[src/hdl/sdf_defs.svh]
`ifndef SDF_DEFS_SVH
`define SDF_DEFS_SVH

// Register byte offsets
`define SDF_OFS_MODE    4'h0
`define SDF_OFS_CFG     4'h4
`define SDF_OFS_STAT    4'h8
`define SDF_OFS_DATA    4'hC

// Mode register fields
`define SDF_FW_MSB      9
`define SDF_DUAL_BIT    10
`define SDF_ZL_BIT      11
`define SDF_THIRD_BIT   15
`define SDF_MODE_RST    32'h0000_0060
`define SDF_MODE_MASK   32'h0000_8FFF

// Configuration register fields
`define SDF_SEQ_BIT     0
`define SDF_CHOP_BIT    1
`define SDF_AVG_BIT     2
`define SDF_CFG_RST     32'h0000_0000
`define SDF_CFG_MASK    32'h0000_0007

// Status register fields
`define SDF_ST_RDY_BIT  0
`define SDF_ST_SET_BIT  1
`define SDF_ST_IDLE_BIT 2
`define SDF_ST_ZL_BIT   3

// Timing
`define SDF_CLK_HZ      250000000
`define SDF_MCLK_HZ     4920000
`define SDF_MOD_DIV     16
`define SDF_PERIOD_MCLK 1024

// Filter
`define SDF_ORD4        3'h4
`define SDF_ORD3        3'h3
`define SDF_MIDCODE     24'h80_0000
`define SDF_POS_MAX     24'h7F_FFFF
`define SDF_ACC_W       66

`endif

[src/hdl/sdf_pkg.sv]
`include "sdf_defs.svh"

package sdf_pkg;

    typedef enum logic [1:0] {
        SDF_ST_IDLE,
        SDF_ST_SETTLE,
        SDF_ST_RUN
    } sdf_state_e;

    typedef logic [`SDF_ACC_W-1:0] sdf_acc_t;

endpackage : sdf_pkg

[src/hdl/sdf_cic_if.sv]
`timescale 1ns/1ns

interface sdf_cic_if;
    logic             tick;
    logic             sbit;
    logic             clear;
    sdf_pkg::sdf_acc_t i3;
    sdf_pkg::sdf_acc_t i4;

    modport gen  (output tick, output sbit);
    modport core (input tick, input sbit, input clear,
                  output i3, output i4);
    modport ctrl (input tick, input i3, input i4, output clear);
endinterface : sdf_cic_if

[src/hdl/sdf_mclk_gen.sv]
`timescale 1ns/1ns
`include "sdf_defs.svh"

module sdf_mclk_gen
    import sdf_pkg::*;
#(
    parameter int unsigned CLK_HZ  = `SDF_CLK_HZ,
    parameter int unsigned MCLK_HZ = `SDF_MCLK_HZ,
    parameter int unsigned MOD_DIV = `SDF_MOD_DIV
) (
    input  wire logic clk_i,
    input  wire logic rst_b_i,
    input  wire logic mod_bit_i,
    sdf_cic_if.gen    cif
);
    localparam int DW = $clog2(MOD_DIV);
    localparam logic [31:0] STEP = 32'(MCLK_HZ);
    localparam logic [31:0] WRAP = 32'(CLK_HZ);

    logic [31:0]   phase_q;
    logic [31:0]   phase_sum;
    logic          mclk_stb;
    logic [DW-1:0] div_q;
    logic          bit_s1_q;
    logic          bit_s2_q;
    logic          tick_q;
    logic          sbit_q;

    // Fractional divider: mean strobe rate is exactly the master clock; tick is one in 16 strobes
    assign phase_sum = phase_q + STEP;
    assign mclk_stb  = phase_sum >= WRAP;

    always_ff @(posedge clk_i or negedge rst_b_i) begin
        if (!rst_b_i) begin
            phase_q <= '0;
            div_q   <= '0;
        end else begin
            phase_q <= mclk_stb ? phase_sum - WRAP : phase_sum;
            if (mclk_stb) begin
                div_q <= (div_q == DW'(MOD_DIV - 1)) ? '0 : div_q + 1'b1;
            end
        end
    end

    always_ff @(posedge clk_i or negedge rst_b_i) begin
        if (!rst_b_i) begin
            bit_s1_q <= 1'b0;
            bit_s2_q <= 1'b0;
            tick_q   <= 1'b0;
            sbit_q   <= 1'b0;
        end else begin
            bit_s1_q <= mod_bit_i;
            bit_s2_q <= bit_s1_q;
            tick_q   <= mclk_stb && (div_q == DW'(MOD_DIV - 1));
            if (mclk_stb && (div_q == DW'(MOD_DIV - 1))) begin
                sbit_q <= bit_s2_q;
            end
        end
    end

    assign cif.tick = tick_q;
    assign cif.sbit = sbit_q;
endmodule : sdf_mclk_gen

[src/hdl/sdf_cic.sv]
`timescale 1ns/1ns
`include "sdf_defs.svh"

module sdf_cic
    import sdf_pkg::*;
(
    input  wire logic clk_i,
    input  wire logic rst_b_i,
    sdf_cic_if.core   cif
);
    sdf_acc_t acc_q [4];
    sdf_acc_t sample;

    // Bitstream maps to +1 or -1
    assign sample = {{(`SDF_ACC_W-1){~cif.sbit}}, 1'b1};

    // Wraparound arithmetic is intended; the combs undo it
    always_ff @(posedge clk_i or negedge rst_b_i) begin
        if (!rst_b_i) begin
            for (int k = 0; k < 4; k++) acc_q[k] <= '0;
        end else if (cif.clear) begin
            for (int k = 0; k < 4; k++) acc_q[k] <= '0;
        end else if (cif.tick) begin
            acc_q[0] <= acc_q[0] + sample;
            for (int k = 1; k < 4; k++) acc_q[k] <= acc_q[k] + acc_q[k-1];
        end
    end

    assign cif.i3 = acc_q[2];
    assign cif.i4 = acc_q[3];
endmodule : sdf_cic

[src/hdl/sdf_top.sv]
// Notes on behaviour
// - Reset selects fourth order, chop off
// - Normal mode: one word per 1024*word clocks
// - Filter word is ten bits, 1 to 1023
// - All timing derived from 4.92 MHz clock
// - Fourth order settles in four word periods
// - Channel change resets, settles, then streams
// - Input step keeps rate; settles after four
// - Fourth order corner at 0.23 word rate
// - Mode bit 11 enables zero latency
// - Zero latency settles every conversion fully
// - Sequencer on forces zero latency
// - Zero latency period is one word period per order: four, or three in third order
// - Zero latency: async step, one unsettled
// - Word 96 gives 50 or 12.5 Hz
// - Word 80 gives 60 or 15 Hz
// - Word 480 notches both, 10/2.5 Hz
// - Dual notch at 96 keeps 50/12.5 Hz
// - Order, chop, latency, averaging are selectable; the chop and averaging bits are only stored and have no effect
// - Third order when select bit set
// - Resync pin or mode/cfg write restarts
`timescale 1ns/1ns
`include "sdf_defs.svh"

module sdf_top
    import sdf_pkg::*;
#(
    parameter int unsigned CLK_HZ  = `SDF_CLK_HZ,
    parameter int unsigned MCLK_HZ = `SDF_MCLK_HZ
) (
    input  wire logic        clk_i,
    input  wire logic        rst_b_i,
    input  wire logic [3:0]  avs_address_i,
    input  wire logic        avs_read_i,
    input  wire logic        avs_write_i,
    input  wire logic [31:0] avs_writedata_i,
    input  wire logic [3:0]  avs_byteenable_i,
    output logic      [31:0] avs_readdata_o,
    output logic             avs_waitrequest_o,
    input  wire logic        mod_bit_i,
    input  wire logic        filter_resync_b_i,
    input  wire logic        channel_change_i,
    output logic             mod_reset_o,
    output logic             data_ready_b_o,
    output logic      [23:0] data_word_o
);
    localparam int DEC_LOG2 = $clog2(`SDF_PERIOD_MCLK / `SDF_MOD_DIV);

    function automatic int sdf_clog2(input logic [9:0] v);
        int r;
        r = 0;
        for (int i = 0; i < 10; i++) begin
            if (32'(v) > (32'h1 << i)) r = i + 1;
        end
        return r;
    endfunction : sdf_clog2

    function automatic logic [31:0] sdf_merge(input logic [31:0] old,
                                              input logic [31:0] wd,
                                              input logic [3:0]  be);
        logic [31:0] r;
        r = old;
        for (int b = 0; b < 4; b++) begin
            if (be[b]) r[8*b +: 8] = wd[8*b +: 8];
        end
        return r;
    endfunction : sdf_merge

    // Shift by the full comb gain so a full-scale input lands at 24 bits
    function automatic logic [23:0] sdf_scale(input sdf_acc_t   y,
                                              input logic [2:0] ord,
                                              input logic [9:0] fw);
        int       sh;
        sdf_acc_t t;
        sh = int'(ord) * (DEC_LOG2 + sdf_clog2(fw)) - 23;
        if (sh >= 0) t = sdf_acc_t'($signed(y) >>> sh);
        else t = sdf_acc_t'(y << (-sh));
        if (!t[`SDF_ACC_W-1] && (t[`SDF_ACC_W-2:23] != '0)) begin
            return `SDF_POS_MAX;
        end
        return t[23:0];
    endfunction : sdf_scale

    // Dual notch comb reaches back five sixths of a word period
    function automatic logic [15:0] sdf_notch_pt(input logic [9:0] fw);
        logic [15:0] r;
        r = {1'b0, fw, 5'h0_0} / 16'h0003;
        return r;
    endfunction : sdf_notch_pt

    sdf_cic_if cif ();

    sdf_mclk_gen #(
        .CLK_HZ  (CLK_HZ),
        .MCLK_HZ (MCLK_HZ),
        .MOD_DIV (`SDF_MOD_DIV)
    ) u_mclk (
        .clk_i     (clk_i),
        .rst_b_i   (rst_b_i),
        .mod_bit_i (mod_bit_i),
        .cif       (cif.gen)
    );

    sdf_cic u_cic (
        .clk_i   (clk_i),
        .rst_b_i (rst_b_i),
        .cif     (cif.core)
    );

    logic [31:0] mode_q;
    logic [31:0] cfg_q;
    logic        wait_q;
    logic [31:0] rdata_q;
    logic [31:0] rd_mux;
    logic        acc_ok;
    logic        wr_mode;
    logic        wr_cfg;
    logic        rd_data;
    logic        rsy_s1_q;
    logic        rsy_s2_q;
    logic        resync;
    logic        clear_q;
    logic        mreset_q;
    logic [9:0]  fw;
    logic        third;
    logic        dual;
    logic        zl_eff;
    logic [2:0]  ord;
    logic [15:0] dec_len;
    logic [15:0] samp_cnt_q;
    logic        dec_stb_q;
    logic        snap_stb_q;
    sdf_acc_t    snap_q;
    sdf_acc_t    d_q [4];
    sdf_acc_t    x;
    sdf_acc_t    c [4];
    sdf_acc_t    y;
    logic [2:0]  words_q;
    logic [2:0]  zl_ph_q;
    logic        out_stb;
    logic [23:0] data_q;
    logic        rdy_q;
    logic        rdy_d;
    logic        rdy_b_q;
    logic        settled_q;
    sdf_state_e  state_q;

    // Bus slave: waitrequest drops for one cycle per request
    assign acc_ok  = (avs_read_i || avs_write_i) && !wait_q;
    assign wr_mode = acc_ok && avs_write_i
                     && (avs_address_i == `SDF_OFS_MODE);
    assign wr_cfg  = acc_ok && avs_write_i
                     && (avs_address_i == `SDF_OFS_CFG);
    assign rd_data = acc_ok && avs_read_i
                     && (avs_address_i == `SDF_OFS_DATA);

    always_ff @(posedge clk_i or negedge rst_b_i) begin
        if (!rst_b_i) begin
            wait_q <= 1'b1;
        end else begin
            wait_q <= !((avs_read_i || avs_write_i) && wait_q);
        end
    end

    always_comb begin
        rd_mux = 32'h0000_0000;
        unique case (avs_address_i)
            `SDF_OFS_MODE: rd_mux = mode_q;
            `SDF_OFS_CFG:  rd_mux = cfg_q;
            `SDF_OFS_STAT: begin
                rd_mux[`SDF_ST_RDY_BIT]  = rdy_q;
                rd_mux[`SDF_ST_SET_BIT]  = settled_q;
                rd_mux[`SDF_ST_IDLE_BIT] = (state_q == SDF_ST_IDLE);
                rd_mux[`SDF_ST_ZL_BIT]   = zl_eff;
            end
            `SDF_OFS_DATA: rd_mux = {8'h00, data_q};
            default:       rd_mux = 32'h0000_0000;
        endcase
    end

    always_ff @(posedge clk_i or negedge rst_b_i) begin
        if (!rst_b_i) begin
            rdata_q <= 32'h0000_0000;
        end else if (avs_read_i && wait_q) begin
            rdata_q <= rd_mux;
        end
    end

    // Unused bits are masked so they read back as zero
    always_ff @(posedge clk_i or negedge rst_b_i) begin
        if (!rst_b_i) begin
            mode_q <= `SDF_MODE_RST;
            cfg_q  <= `SDF_CFG_RST;
        end else begin
            if (wr_mode) begin
                mode_q <= sdf_merge(mode_q, avs_writedata_i,
                                    avs_byteenable_i) & `SDF_MODE_MASK;
            end
            if (wr_cfg) begin
                cfg_q <= sdf_merge(cfg_q, avs_writedata_i,
                                   avs_byteenable_i) & `SDF_CFG_MASK;
            end
        end
    end

    assign fw     = mode_q[`SDF_FW_MSB:0];
    assign third  = mode_q[`SDF_THIRD_BIT];
    assign dual   = mode_q[`SDF_DUAL_BIT];
    assign zl_eff = mode_q[`SDF_ZL_BIT]
                    || cfg_q[`SDF_SEQ_BIT];
    assign ord    = third ? `SDF_ORD3 : `SDF_ORD4;
    assign dec_len = {fw, 6'h00};

    // Resync pin is asynchronous to this clock
    always_ff @(posedge clk_i or negedge rst_b_i) begin
        if (!rst_b_i) begin
            rsy_s1_q <= 1'b1;
            rsy_s2_q <= 1'b1;
        end else begin
            rsy_s1_q <= filter_resync_b_i;
            rsy_s2_q <= rsy_s1_q;
        end
    end

    assign resync = !rsy_s2_q || wr_mode || wr_cfg
                    || channel_change_i
                    || (fw == '0);

    always_ff @(posedge clk_i or negedge rst_b_i) begin
        if (!rst_b_i) begin
            clear_q  <= 1'b1;
            mreset_q <= 1'b1;
        end else begin
            clear_q  <= resync;
            mreset_q <= resync;
        end
    end

    assign cif.clear = clear_q;

    // Decimation: word period is 64*fw modulator samples
    always_ff @(posedge clk_i or negedge rst_b_i) begin
        if (!rst_b_i) begin
            samp_cnt_q <= '0;
            dec_stb_q  <= 1'b0;
            snap_stb_q <= 1'b0;
        end else if (clear_q) begin
            samp_cnt_q <= '0;
            dec_stb_q  <= 1'b0;
            snap_stb_q <= 1'b0;
        end else begin
            dec_stb_q  <= cif.tick && (samp_cnt_q == dec_len - 16'h0001);
            snap_stb_q <= cif.tick
                          && (samp_cnt_q == sdf_notch_pt(fw) - 16'h0001);
            if (cif.tick) begin
                if (samp_cnt_q == dec_len - 16'h0001) begin
                    samp_cnt_q <= '0;
                end else begin
                    samp_cnt_q <= samp_cnt_q + 16'h0001;
                end
            end
        end
    end

    // Combs run once per word at the decimated rate
    always_comb begin
        x    = third ? cif.i3 : cif.i4;
        c[0] = x - (dual ? snap_q : d_q[0]);
        c[1] = c[0] - d_q[1];
        c[2] = c[1] - d_q[2];
        c[3] = c[2] - d_q[3];
        y    = third ? c[2] : c[3];
    end

    always_ff @(posedge clk_i or negedge rst_b_i) begin
        if (!rst_b_i) begin
            snap_q <= '0;
            for (int k = 0; k < 4; k++) d_q[k] <= '0;
        end else if (clear_q) begin
            snap_q <= '0;
            for (int k = 0; k < 4; k++) d_q[k] <= '0;
        end else begin
            if (snap_stb_q) begin
                snap_q <= third ? cif.i3 : cif.i4;
            end
            if (dec_stb_q) begin
                d_q[0] <= x;
                for (int k = 1; k < 4; k++) d_q[k] <= c[k-1];
            end
        end
    end

    // Settling: stages are empty after a restart, so the first
    // order-th word is the earliest that carries no stale history
    always_ff @(posedge clk_i or negedge rst_b_i) begin
        if (!rst_b_i) begin
            words_q <= '0;
            zl_ph_q <= '0;
        end else if (clear_q) begin
            words_q <= '0;
            zl_ph_q <= '0;
        end else if (dec_stb_q) begin
            if (words_q != ord) words_q <= words_q + 3'h1;
            if (zl_ph_q == ord - 3'h1) zl_ph_q <= '0;
            else zl_ph_q <= zl_ph_q + 3'h1;
        end
    end

    // Normal mode streams every word once settled; zero latency
    // only emits words whose whole window is fresh
    assign out_stb = dec_stb_q && !clear_q
                     && (zl_eff ? (zl_ph_q == ord - 3'h1)
                                : (words_q >= ord - 3'h1));

    always_ff @(posedge clk_i or negedge rst_b_i) begin
        if (!rst_b_i) begin
            data_q <= `SDF_MIDCODE;
        end else if (out_stb) begin
            data_q <= sdf_scale(y, ord, fw) ^ `SDF_MIDCODE;
        end
    end

    // New word sets ready even in the cycle it is read
    assign rdy_d = out_stb || (rdy_q && !rd_data);

    always_ff @(posedge clk_i or negedge rst_b_i) begin
        if (!rst_b_i) begin
            rdy_q   <= 1'b0;
            rdy_b_q <= 1'b1;
        end else begin
            rdy_q   <= rdy_d;
            rdy_b_q <= !rdy_d;
        end
    end

    always_ff @(posedge clk_i or negedge rst_b_i) begin
        if (!rst_b_i) begin
            state_q   <= SDF_ST_IDLE;
            settled_q <= 1'b0;
        end else begin
            unique case (state_q)
                SDF_ST_IDLE: begin
                    settled_q <= 1'b0;
                    if (fw != '0) state_q <= SDF_ST_SETTLE;
                end
                SDF_ST_SETTLE: begin
                    if (fw == '0) state_q <= SDF_ST_IDLE;
                    else if (out_stb) begin
                        state_q   <= SDF_ST_RUN;
                        settled_q <= 1'b1;
                    end
                end
                SDF_ST_RUN: begin
                    if (fw == '0) state_q <= SDF_ST_IDLE;
                    else if (resync) begin
                        state_q   <= SDF_ST_SETTLE;
                        settled_q <= 1'b0;
                    end
                end
            endcase
        end
    end

    // Rates follow from fw and order: 96, 80, 480 give 50, 60, 10 Hz
    // normal, and a quarter of that (a third in third order) with zero latency
    assign avs_readdata_o    = rdata_q;
    assign avs_waitrequest_o = wait_q;
    assign mod_reset_o       = mreset_q;
    assign data_ready_b_o    = rdy_b_q;
    assign data_word_o       = data_q;
endmodule : sdf_top

[config.mk]
export PLATFORM = sky130hd
export DESIGN_NAME = sdf_top
export DESIGN_NICKNAME = d
export VERILOG_FILES = /design/src/hdl/sdf_pkg.sv /design/src/hdl/sdf_cic_if.sv /design/src/hdl/sdf_mclk_gen.sv /design/src/hdl/sdf_cic.sv /design/src/hdl/sdf_top.sv
export VERILOG_INCLUDE_DIRS = /design/src /design/src/hdl
export SDC_FILE = /design/constraint.sdc
export NUM_CORES = 2
export LEC_CHECK = 0
export BUFFER_PORTS_ARGS = -buffer_cell sky130_fd_sc_hd__buf_4
export CORE_ASPECT_RATIO = 0.8
export CORE_MARGIN = 4
export CORE_UTILIZATION = 70
export CTS_CLUSTER_DIAMETER = 60
export CTS_CLUSTER_SIZE = 30
export DETAILED_ROUTE_END_ITERATION = 7
export PLACE_DENSITY = 0.85
export SLEW_MARGIN = 30
export SYNTH_ARGS = -nofsm -noshare
export SYNTH_HDL_FRONTEND = slang
export SYNTH_SLANG_ARGS = --single-unit
export TNS_END_PERCENT = 100
[constraint.sdc]
create_clock -name clk_i -period 46.2 [get_ports clk_i]
set_input_delay 9.24 -clock clk_i [delete_from_list [all_inputs] [get_ports clk_i]]
set_output_delay 9.24 -clock clk_i [all_outputs]
set_load 0.01 [all_outputs]
== Yosys cells after proc, flatten, opt, wreduce, memory -nomap -nowiden ==
Index checks and enable logic that the tools add are counted.

* Logic and storage cells: 188
* Register bits after elaboration: 739
* Bits of input ports: 47
* Output and inout bits: 59

* Bitwise gates (word level): 2
* Shifts and indexed selects: 2
* Multiply operators: 1
* Add/subtract/negate cells: 20
* Muxes and demuxes: 55
* Reductions and logical operators: 44
* Eq/ne operators: 17
* Divide/modulo/power cells: 1
* $lt $le $gt $ge: 13

{| class="wikitable"
|+ Operators with widths
! cell !! count
|-
| 2-to-1 mux 264 bit || 4
|-
| 2-to-1 mux 66 bit || 7
|-
| 2-to-1 mux 32 bit || 11
|-
| adder 66 bit || 4
|-
| subtractor 66 bit || 4
|-
| 2-to-1 mux 24 bit || 3
|-
| left shift 66 x 32 -> 66 bit || 1
|-
| >>> shifter 66 x 32 -> 66 bit || 1
|-
| 2-to-1 mux 16 bit || 3
|-
| nonzero test 42 bit || 1
|-
| one-hot mux 20 bit (2 select lines) || 1
|-
| adder 32 x 23 -> 32 bit, second input constant || 1
|-
| adder 4 x 32 -> 32 bit, first input constant || 1
|-
| equality test 16 bit || 2
|-
| greater-or-equal comparator 32 x 1 -> 1 bit, second input constant || 1
|-
| greater-or-equal comparator 32 x 28 -> 1 bit, second input constant || 1
|-
| multiplier 4 x 32 -> 32 bit || 1
|-
| negator 32 bit || 1
|-
| subtractor 16 x 1 -> 16 bit, second input constant || 2
|-
| subtractor 32 x 28 -> 32 bit, second input constant || 1
|-
| subtractor 32 x 6 -> 32 bit, second input constant || 1
|-
| 2-to-1 mux 3 bit || 7
|-
| adder 16 x 1 -> 16 bit, second input constant || 1
|-
| divider 15 x 2 -> 16 bit, second input constant || 1
|-
| other kinds (41) || 94
|}

== Logic depth before layout (Yosys ltp) ==
* Word-level depth: 26
* Gate-level depth with buffers: 81
* Depth with buffers taken out: 70

== By module ==
Synthesis repeated with hierarchy kept, for this count alone.

* Cell total of the unflattened synthesis: 9715
* Area, all modules: 76196.8 um^2

{| class="wikitable"
|+ By module, submodules not included
! module !! times used !! cells an instance !! seq. area each (um^2) !! area an instance (um^2)
|-
| sdf_top || 1 || 6247 || 10695.3 || 47393.0
|-
| sdf_cic || 1 || 3166 || 6606.3 || 26096.3
|-
| sdf_mclk_gen || 1 || 302 || 850.8 || 2707.6
|}

== Worst setup path after synthesis ==
No wires, ideal clock.

* Path kind: reg-to-reg
* Start: register mode_q[15]
* End: register data_q[10] (netlist: data_word_o[10])
* Setup time: 0.137 ns
* Data required time: 46.063 ns
* Arrival time: 15.633 ns
* Clock period less this slack: 15.770 ns
* Setup slack: 30.430 ns
* Cell stages (with the launch flop): 77
* Buffers on the path: 11
* Path through: dfrtp_1 -> clkbuf_1 -> clkbuf_1 -> clkbuf_1 -> clkbuf_1 -> clkbuf_1 -> clkbuf_1 -> clkbuf_1 -> clkbuf_1 -> buf_1 -> mux2i_1 -> ha_1 -> inv_1 -> fa_1 -> a21o_1 -> a21oi_1 -> o21bai_1 -> a21oi_1 -> (+41 left out) -> a2111oi_0 -> nor3_1 -> or4_1 -> nand4_1 -> o21ai_0 -> and2_1 -> a311oi_1 -> a21o_1 -> nand2_1 -> or4_1 -> nor4_1 -> a21oi_1 -> or4_1 -> o21ai_0 -> and2_1 -> clkbuf_1 -> clkbuf_1 -> a21oi_1

* Longest elaborated chain between the ends: 15
* Elaborated cells on any way between the ends: 27
* Classes of those cells: add/sub (7); mul (1); order compare (2); eq/ne (1); shift (2); mux (10); reduce/logical (4)

{| class="wikitable"
|+ RTL lines
! what !! line !! source
|-
| start, declared || sdf_top.sv:110 || <nowiki>logic [31:0] mode_q;</nowiki>
|-
| start signal, assigned || sdf_top.sv:192 || <nowiki>mode_q <= `SDF_MODE_RST;</nowiki>
|-
| start signal, assigned || sdf_top.sv:196 || <nowiki>mode_q <= sdf_merge(mode_q, avs_writedata_i,</nowiki>
|-
| 2-to-1 mux 66 bit || sdf_top.sv:267 || <nowiki>x = third ? cif.i3 : cif.i4;</nowiki>
|-
| subtractor 66 bit || sdf_top.sv:268 || <nowiki>c[0] = x - (dual ? snap_q : d_q[0]);</nowiki>
|-
| subtractor 66 bit || sdf_top.sv:269 || <nowiki>c[1] = c[0] - d_q[1];</nowiki>
|-
| subtractor 66 bit || sdf_top.sv:270 || <nowiki>c[2] = c[1] - d_q[2];</nowiki>
|-
| subtractor 66 bit || sdf_top.sv:271 || <nowiki>c[3] = c[2] - d_q[3];</nowiki>
|-
| 2-to-1 mux 66 bit || sdf_top.sv:272 || <nowiki>y = third ? c[2] : c[3];</nowiki>
|-
| left shift 66 x 32 -> 66 bit or >>> shifter 66 x 32 -> 66 bit (tied branches) || sdf_top.sv:77, sdf_top.sv:76 ||
|-
| 2-to-1 mux 66 bit || sdf_top.sv:76 || <nowiki>if (sh >= 0) t = sdf_acc_t'($signed(y) >>> sh);</nowiki>
|-
| 2-to-1 mux 66 bit || sdf_top.sv:318 || <nowiki>end else if (out_stb) begin</nowiki>
|-
| nonzero test 42 bit or zero test 1 bit (tied branches) || sdf_top.sv:78 || <nowiki>if (!t[`SDF_ACC_W-1] && (t[`SDF_ACC_W-2:23] != '0)) begin</nowiki>
|-
| logical AND 1 bit || sdf_top.sv:78 ||
|-
| 2-to-1 mux 1 bit || sdf_top.sv:78 ||
|-
| 2-to-1 mux 1 bit || sdf_top.sv:318 ||
|-
| 2-to-1 mux 24 bit || sdf_top.sv:81 || <nowiki>return t[23:0];</nowiki>
|-
| 2-to-1 mux 24 bit || sdf_top.sv:318 ||
|-
| end signal, assigned || sdf_top.sv:317 || <nowiki>data_q <= `SDF_MIDCODE;</nowiki>
|-
| end signal, assigned || sdf_top.sv:319 || <nowiki>data_q <= sdf_scale(y, ord, fw) ^ `SDF_MIDCODE;</nowiki>
|-
| end, declared || sdf_top.sv:141 || <nowiki>logic [23:0] data_q;</nowiki>
|}

Several ways; a longest one is shown, not always the timed one. The select of a mux whose other input is x is not followed.
A chain may end at the register's enable or synchronous reset.

== Worst setup path after layout ==
* Start: register mode_q[15]
* End: register data_q[8] (netlist: data_word_o[8])

The elaborated chain is that of the path after synthesis.

==> results.cfg <==
[outcome]
result_of_the_run = complete, no violations

[timing]
finalHoldViolations = 0
slew_headroom_pct = 31.1
worst_pin_slew_ns = 1.01
fin_skew_ns = 0.0562
fmax_ghz = 0.0606
final_max_slew_viol_count = 0
fin_hold_ws_ns = 0.359
post-route-min-period_ns = 16.51
grt_setup_unrepaired = no
setup_viol = 0
fin_tns_setup_ns = 0
timing.final.crit_share_pct = 35.7

[global_route]
antenna_found_initial = 0
first_global_vias = 60847
globalRouteOverflowTotal = 0
grt_use_total_pct = 35.8
grt_pass1_wl_mm = 309
grt_max_degree = 190

[final_layout]
final.fill_count = 7057
fin_cells = 9734
post-route-util_pct = 75.0
finalInstanceArea_sq_um = 71600
design.final.nets = 9015
proportion_of_layout_cells_with_a_drive_suffix_above_1_pct = 5.58
area.growth.synth_to_final_pct = 5.54

[clock_tree]
clock_sink_count = 725
max-clock-path-buffers = 3
clk_pin_slew_worst_paths_ns = 0.09
post-cts-setup-buffers = 0
cts_tree = built
tritoncts.num_buffers = 55
cts_hold_repair.buffers = 0
cts.htree.levels = 2
post_cts_resized = 0
clk_latency_ns = 0.70
clockRootBuffer = sky130_fd_sc_hd__clkbuf_16

[power]
combPwrFrac_pct = 67.4
power.switching_mw = 2.00
power_switching_share_pct = 54.6
seq_power_share_pct = 17.8
clk_pwr_share_pct = 14.8
pwr_density_cell_nw_per_um2 = 51.1
peak_supply_drop_mv = 0.230
p_int_mw = 1.66
p_leak_nw = 32.2

[hold_path]
min-delay-path-class = reg2reg
hold_path_depth = 0

[synth]
ys_async_sr_fraction_pct = 100
ys.warnings.count = 0
synth_area_sq_um = 67900
netlist-cell-type-count = 121
instance_count_of_the_mapped_netlist = 8555
ys_seq_area_share_pct = 26.7
synth.avg_cell_area_sq_um = 7.93
synth-edff-count = 0
synth_top_flop_cell = sky130_fd_sc_hd__dfrtp_1
postSynthRegisterBits = 725

[placed_design]
sum_of_net_half_perimeters_after_detailed_placement_mm = 137
dpl-instance-area_sq_um = 69400
port_buffers = 76
placedCellCount = 9623
gp_routability_congestion = 1.01

[floorplan]
num_rows = 101
start_util_pct = 71.1
fp.dieH_um = 287
horiz_die_dim_um = 356
io_pins = 106
die-area_sq_um = 102000
design.core.area_sq_um = 95500

[setup_path]
r2r-start = mode_q[15]
timing.critical_path.fanout_max = 28
crit_top_cell = sky130_fd_sc_hd__a21oi_1
timing.critical_path.slowest_stage_cell = sky130_fd_sc_hd__dfrtp_4
reg2regPathDepth = 69
worstPathArrival_ns = 17.04
cpPeakStageDelay_ns = 0.68
worstSetupEndpointType = flop
startpoint_type = flop
crit_path_start = mode_q[15]
reg2reg_to = data_word_o[8]
endpoint = data_word_o[8]
timing_worst_setup_path_type = reg2reg
worst-r2r-setup-slack_ns = 29.70
cp_data_required_time_ns = 46.73

[detailed_routing]
final_wl_mm = 188
drc_violation_count_after_routing = 0
dr.pass1.iters = 8
initialDrtViolationCount = 6305
detailroute.via_count = 63913
route.detailed.vias_per_inst = 6.57
antenna_violating_nets_post_route = 0
post_drt_wl_per_cell_um = 19.3

[flow_run]
max-cap-violations = 0
==> cells in the mapped netlist, drive strengths merged, types with 17 or more instances <==
cell / number / area, sq um
nor4: 40 / 272
a41oi: 17 / 149
o2111ai: 19 / 166
a22oi: 19 / 143
buf: 93 / 402
a22o: 26 / 228
nand2b: 106 / 663
a211oi: 241 / 1830
nor2: 1177 / 4440
a21oi: 672 / 3380
and2: 68 / 425
a21boi: 24 / 180
nand4: 62 / 388
xnor2: 391 / 3420
nand3: 191 / 961
o21bai: 88 / 661
mux2i: 484 / 4840
nand3b: 22 / 165
or3: 67 / 429
o211ai: 65 / 512
a2111oi: 22 / 224
nor2b: 70 / 438
a211o: 26 / 228
dfrtp: 717 / 17900
xor2: 171 / 1500
and3: 86 / 538
o21a: 97 / 728
o21ai: 512 / 2570
a21o: 177 / 1330
a31o: 26 / 228
inv: 462 / 1730
ha: 558 / 6980
a31oi: 107 / 676
clkbuf: 289 / 1080
nor3: 222 / 1140
or2: 63 / 394
nand2: 655 / 2460
o22ai: 43 / 275
mux2: 26 / 293
o31ai: 66 / 505
==> critical path, delay by kind of cell (launching register included) <==
kind / cells / cell delay, ns
adders and majority gates: 5 / 1.69
DFF: 1 / 0.68
buffers and inverters: 4 / 0.79
AOI/OAI and AO/OA: 42 / 8.75
and+or+nand+nor: 13 / 2.93
xor gates and xnor gates: 4 / 1.01
muxes: 1 / 0.49
==> registers in the layout, indices dropped and copies added (netlist names), 13 cells and up <==
signal          flops
avs_readdata_o     24
d_q               264
data_word_o        24
mode_q             13
samp_cnt_q         16
snap_q             66
u_cic.acc_q       132
u_cic.cif.i3       66
u_cic.cif.i4       66
u_mclk.phase_q     26
==> per-layer routing <==
metal | vias to the layer above | part of all wire (%) | track usage (%)
met5 | - | 0 | 0
met3 | 393 | 7.7 | 4.82
li1 | 30437 | - | -
met4 | 0 | 3.3 | 11.4
met1 | 30460 | 44 | 49.7
met2 | 2623 | 45 | 58.0
==> worst min-delay path by stage <==
stage / from / end
floorplan: u_mclk.bit_s1_q / u_mclk.bit_s2_q
global placement: u_mclk.bit_s1_q / u_mclk.bit_s2_q
detailed placement: u_mclk.bit_s1_q / u_mclk.bit_s2_q
CTS: rsy_s1_q / rsy_s2_q
global route: rsy_s1_q / rsy_s2_q
finish: rsy_s1_q / rsy_s2_q
==> cells in the final DEF (no fill, tap or decap), drive strengths merged, types with 19 or more instances in the layout <==
master	instances
a2111oi	22
a211o	26
a211oi	241
a21boi	24
a21o	177
a21oi	672
a22o	26
a22oi	19
a31o	26
a31oi	107
and2	68
and3	86
buf	161
clkbuf	59
clkinv	20
dfrtp	717
ha	558
inv	485
mux2	26
mux2i	484
nand2	655
nand2b	106
nand3	191
nand3b	22
nand4	62
nor2	1177
nor2b	70
nor3	222
nor4	40
o2111ai	19
o211ai	65
o21a	97
o21ai	512
o21bai	88
o22ai	43
o31ai	66
or2	63
or3	67
xnor2	391
xor2	171
==> cell families (layout without fill, tap and decap cells) <==
logic type,after synthesis,after routing,share of synthesized area (%)
compound gates,2435,2435,23.3
xor+xnor,563,563,7.28
fa+ha+maj,570,570,10.6
buf+inv,848,731,4.77
flops,725,725,26.7
mux,514,514,7.70
other cells,1,10,0.00552
simple gates,2899,2899,19.6
==> metrics by stage <==
| stage | total power, mW | worst slack [ns] |
|---|---|---|
| 2_1_floorplan | 2.35 | 30.43 |
| 3_3_place_gp | 3.02 | 30.40 |
| 3_5_place_dp | 3.01 | 30.14 |
| 4_1_cts | 3.56 | 30.05 |
| 5_1_grt | 3.85 | 28.53 |
| 6_report | 3.66 | 29.70 |
==> final cells by class <==
cell class,count,area [sq um],area share (%)
antenna,1,2.50,0.00349
tap,1287,1610,2.25
multi-input combinational,6990,46700,65.2
timing repair buffer,161,1380,1.93
sequential,725,18200,25.4
clock buffer,59,1410,1.97
clock inverter,45,623,0.870
inverter,466,1750,2.44
==> power groups by stage <==
stage          Clock [mW]  Sequential [mW]  Combinational [mW]
6_report            0.542            0.653                2.47
2_1_floorplan           0            0.655                1.69
4_1_cts             0.547            0.653                2.36
3_5_place_dp            0            0.665                2.35
3_3_place_gp            0            0.665                2.35
5_1_grt             0.573            0.654                2.63
(Power assumes the default switching activity.)
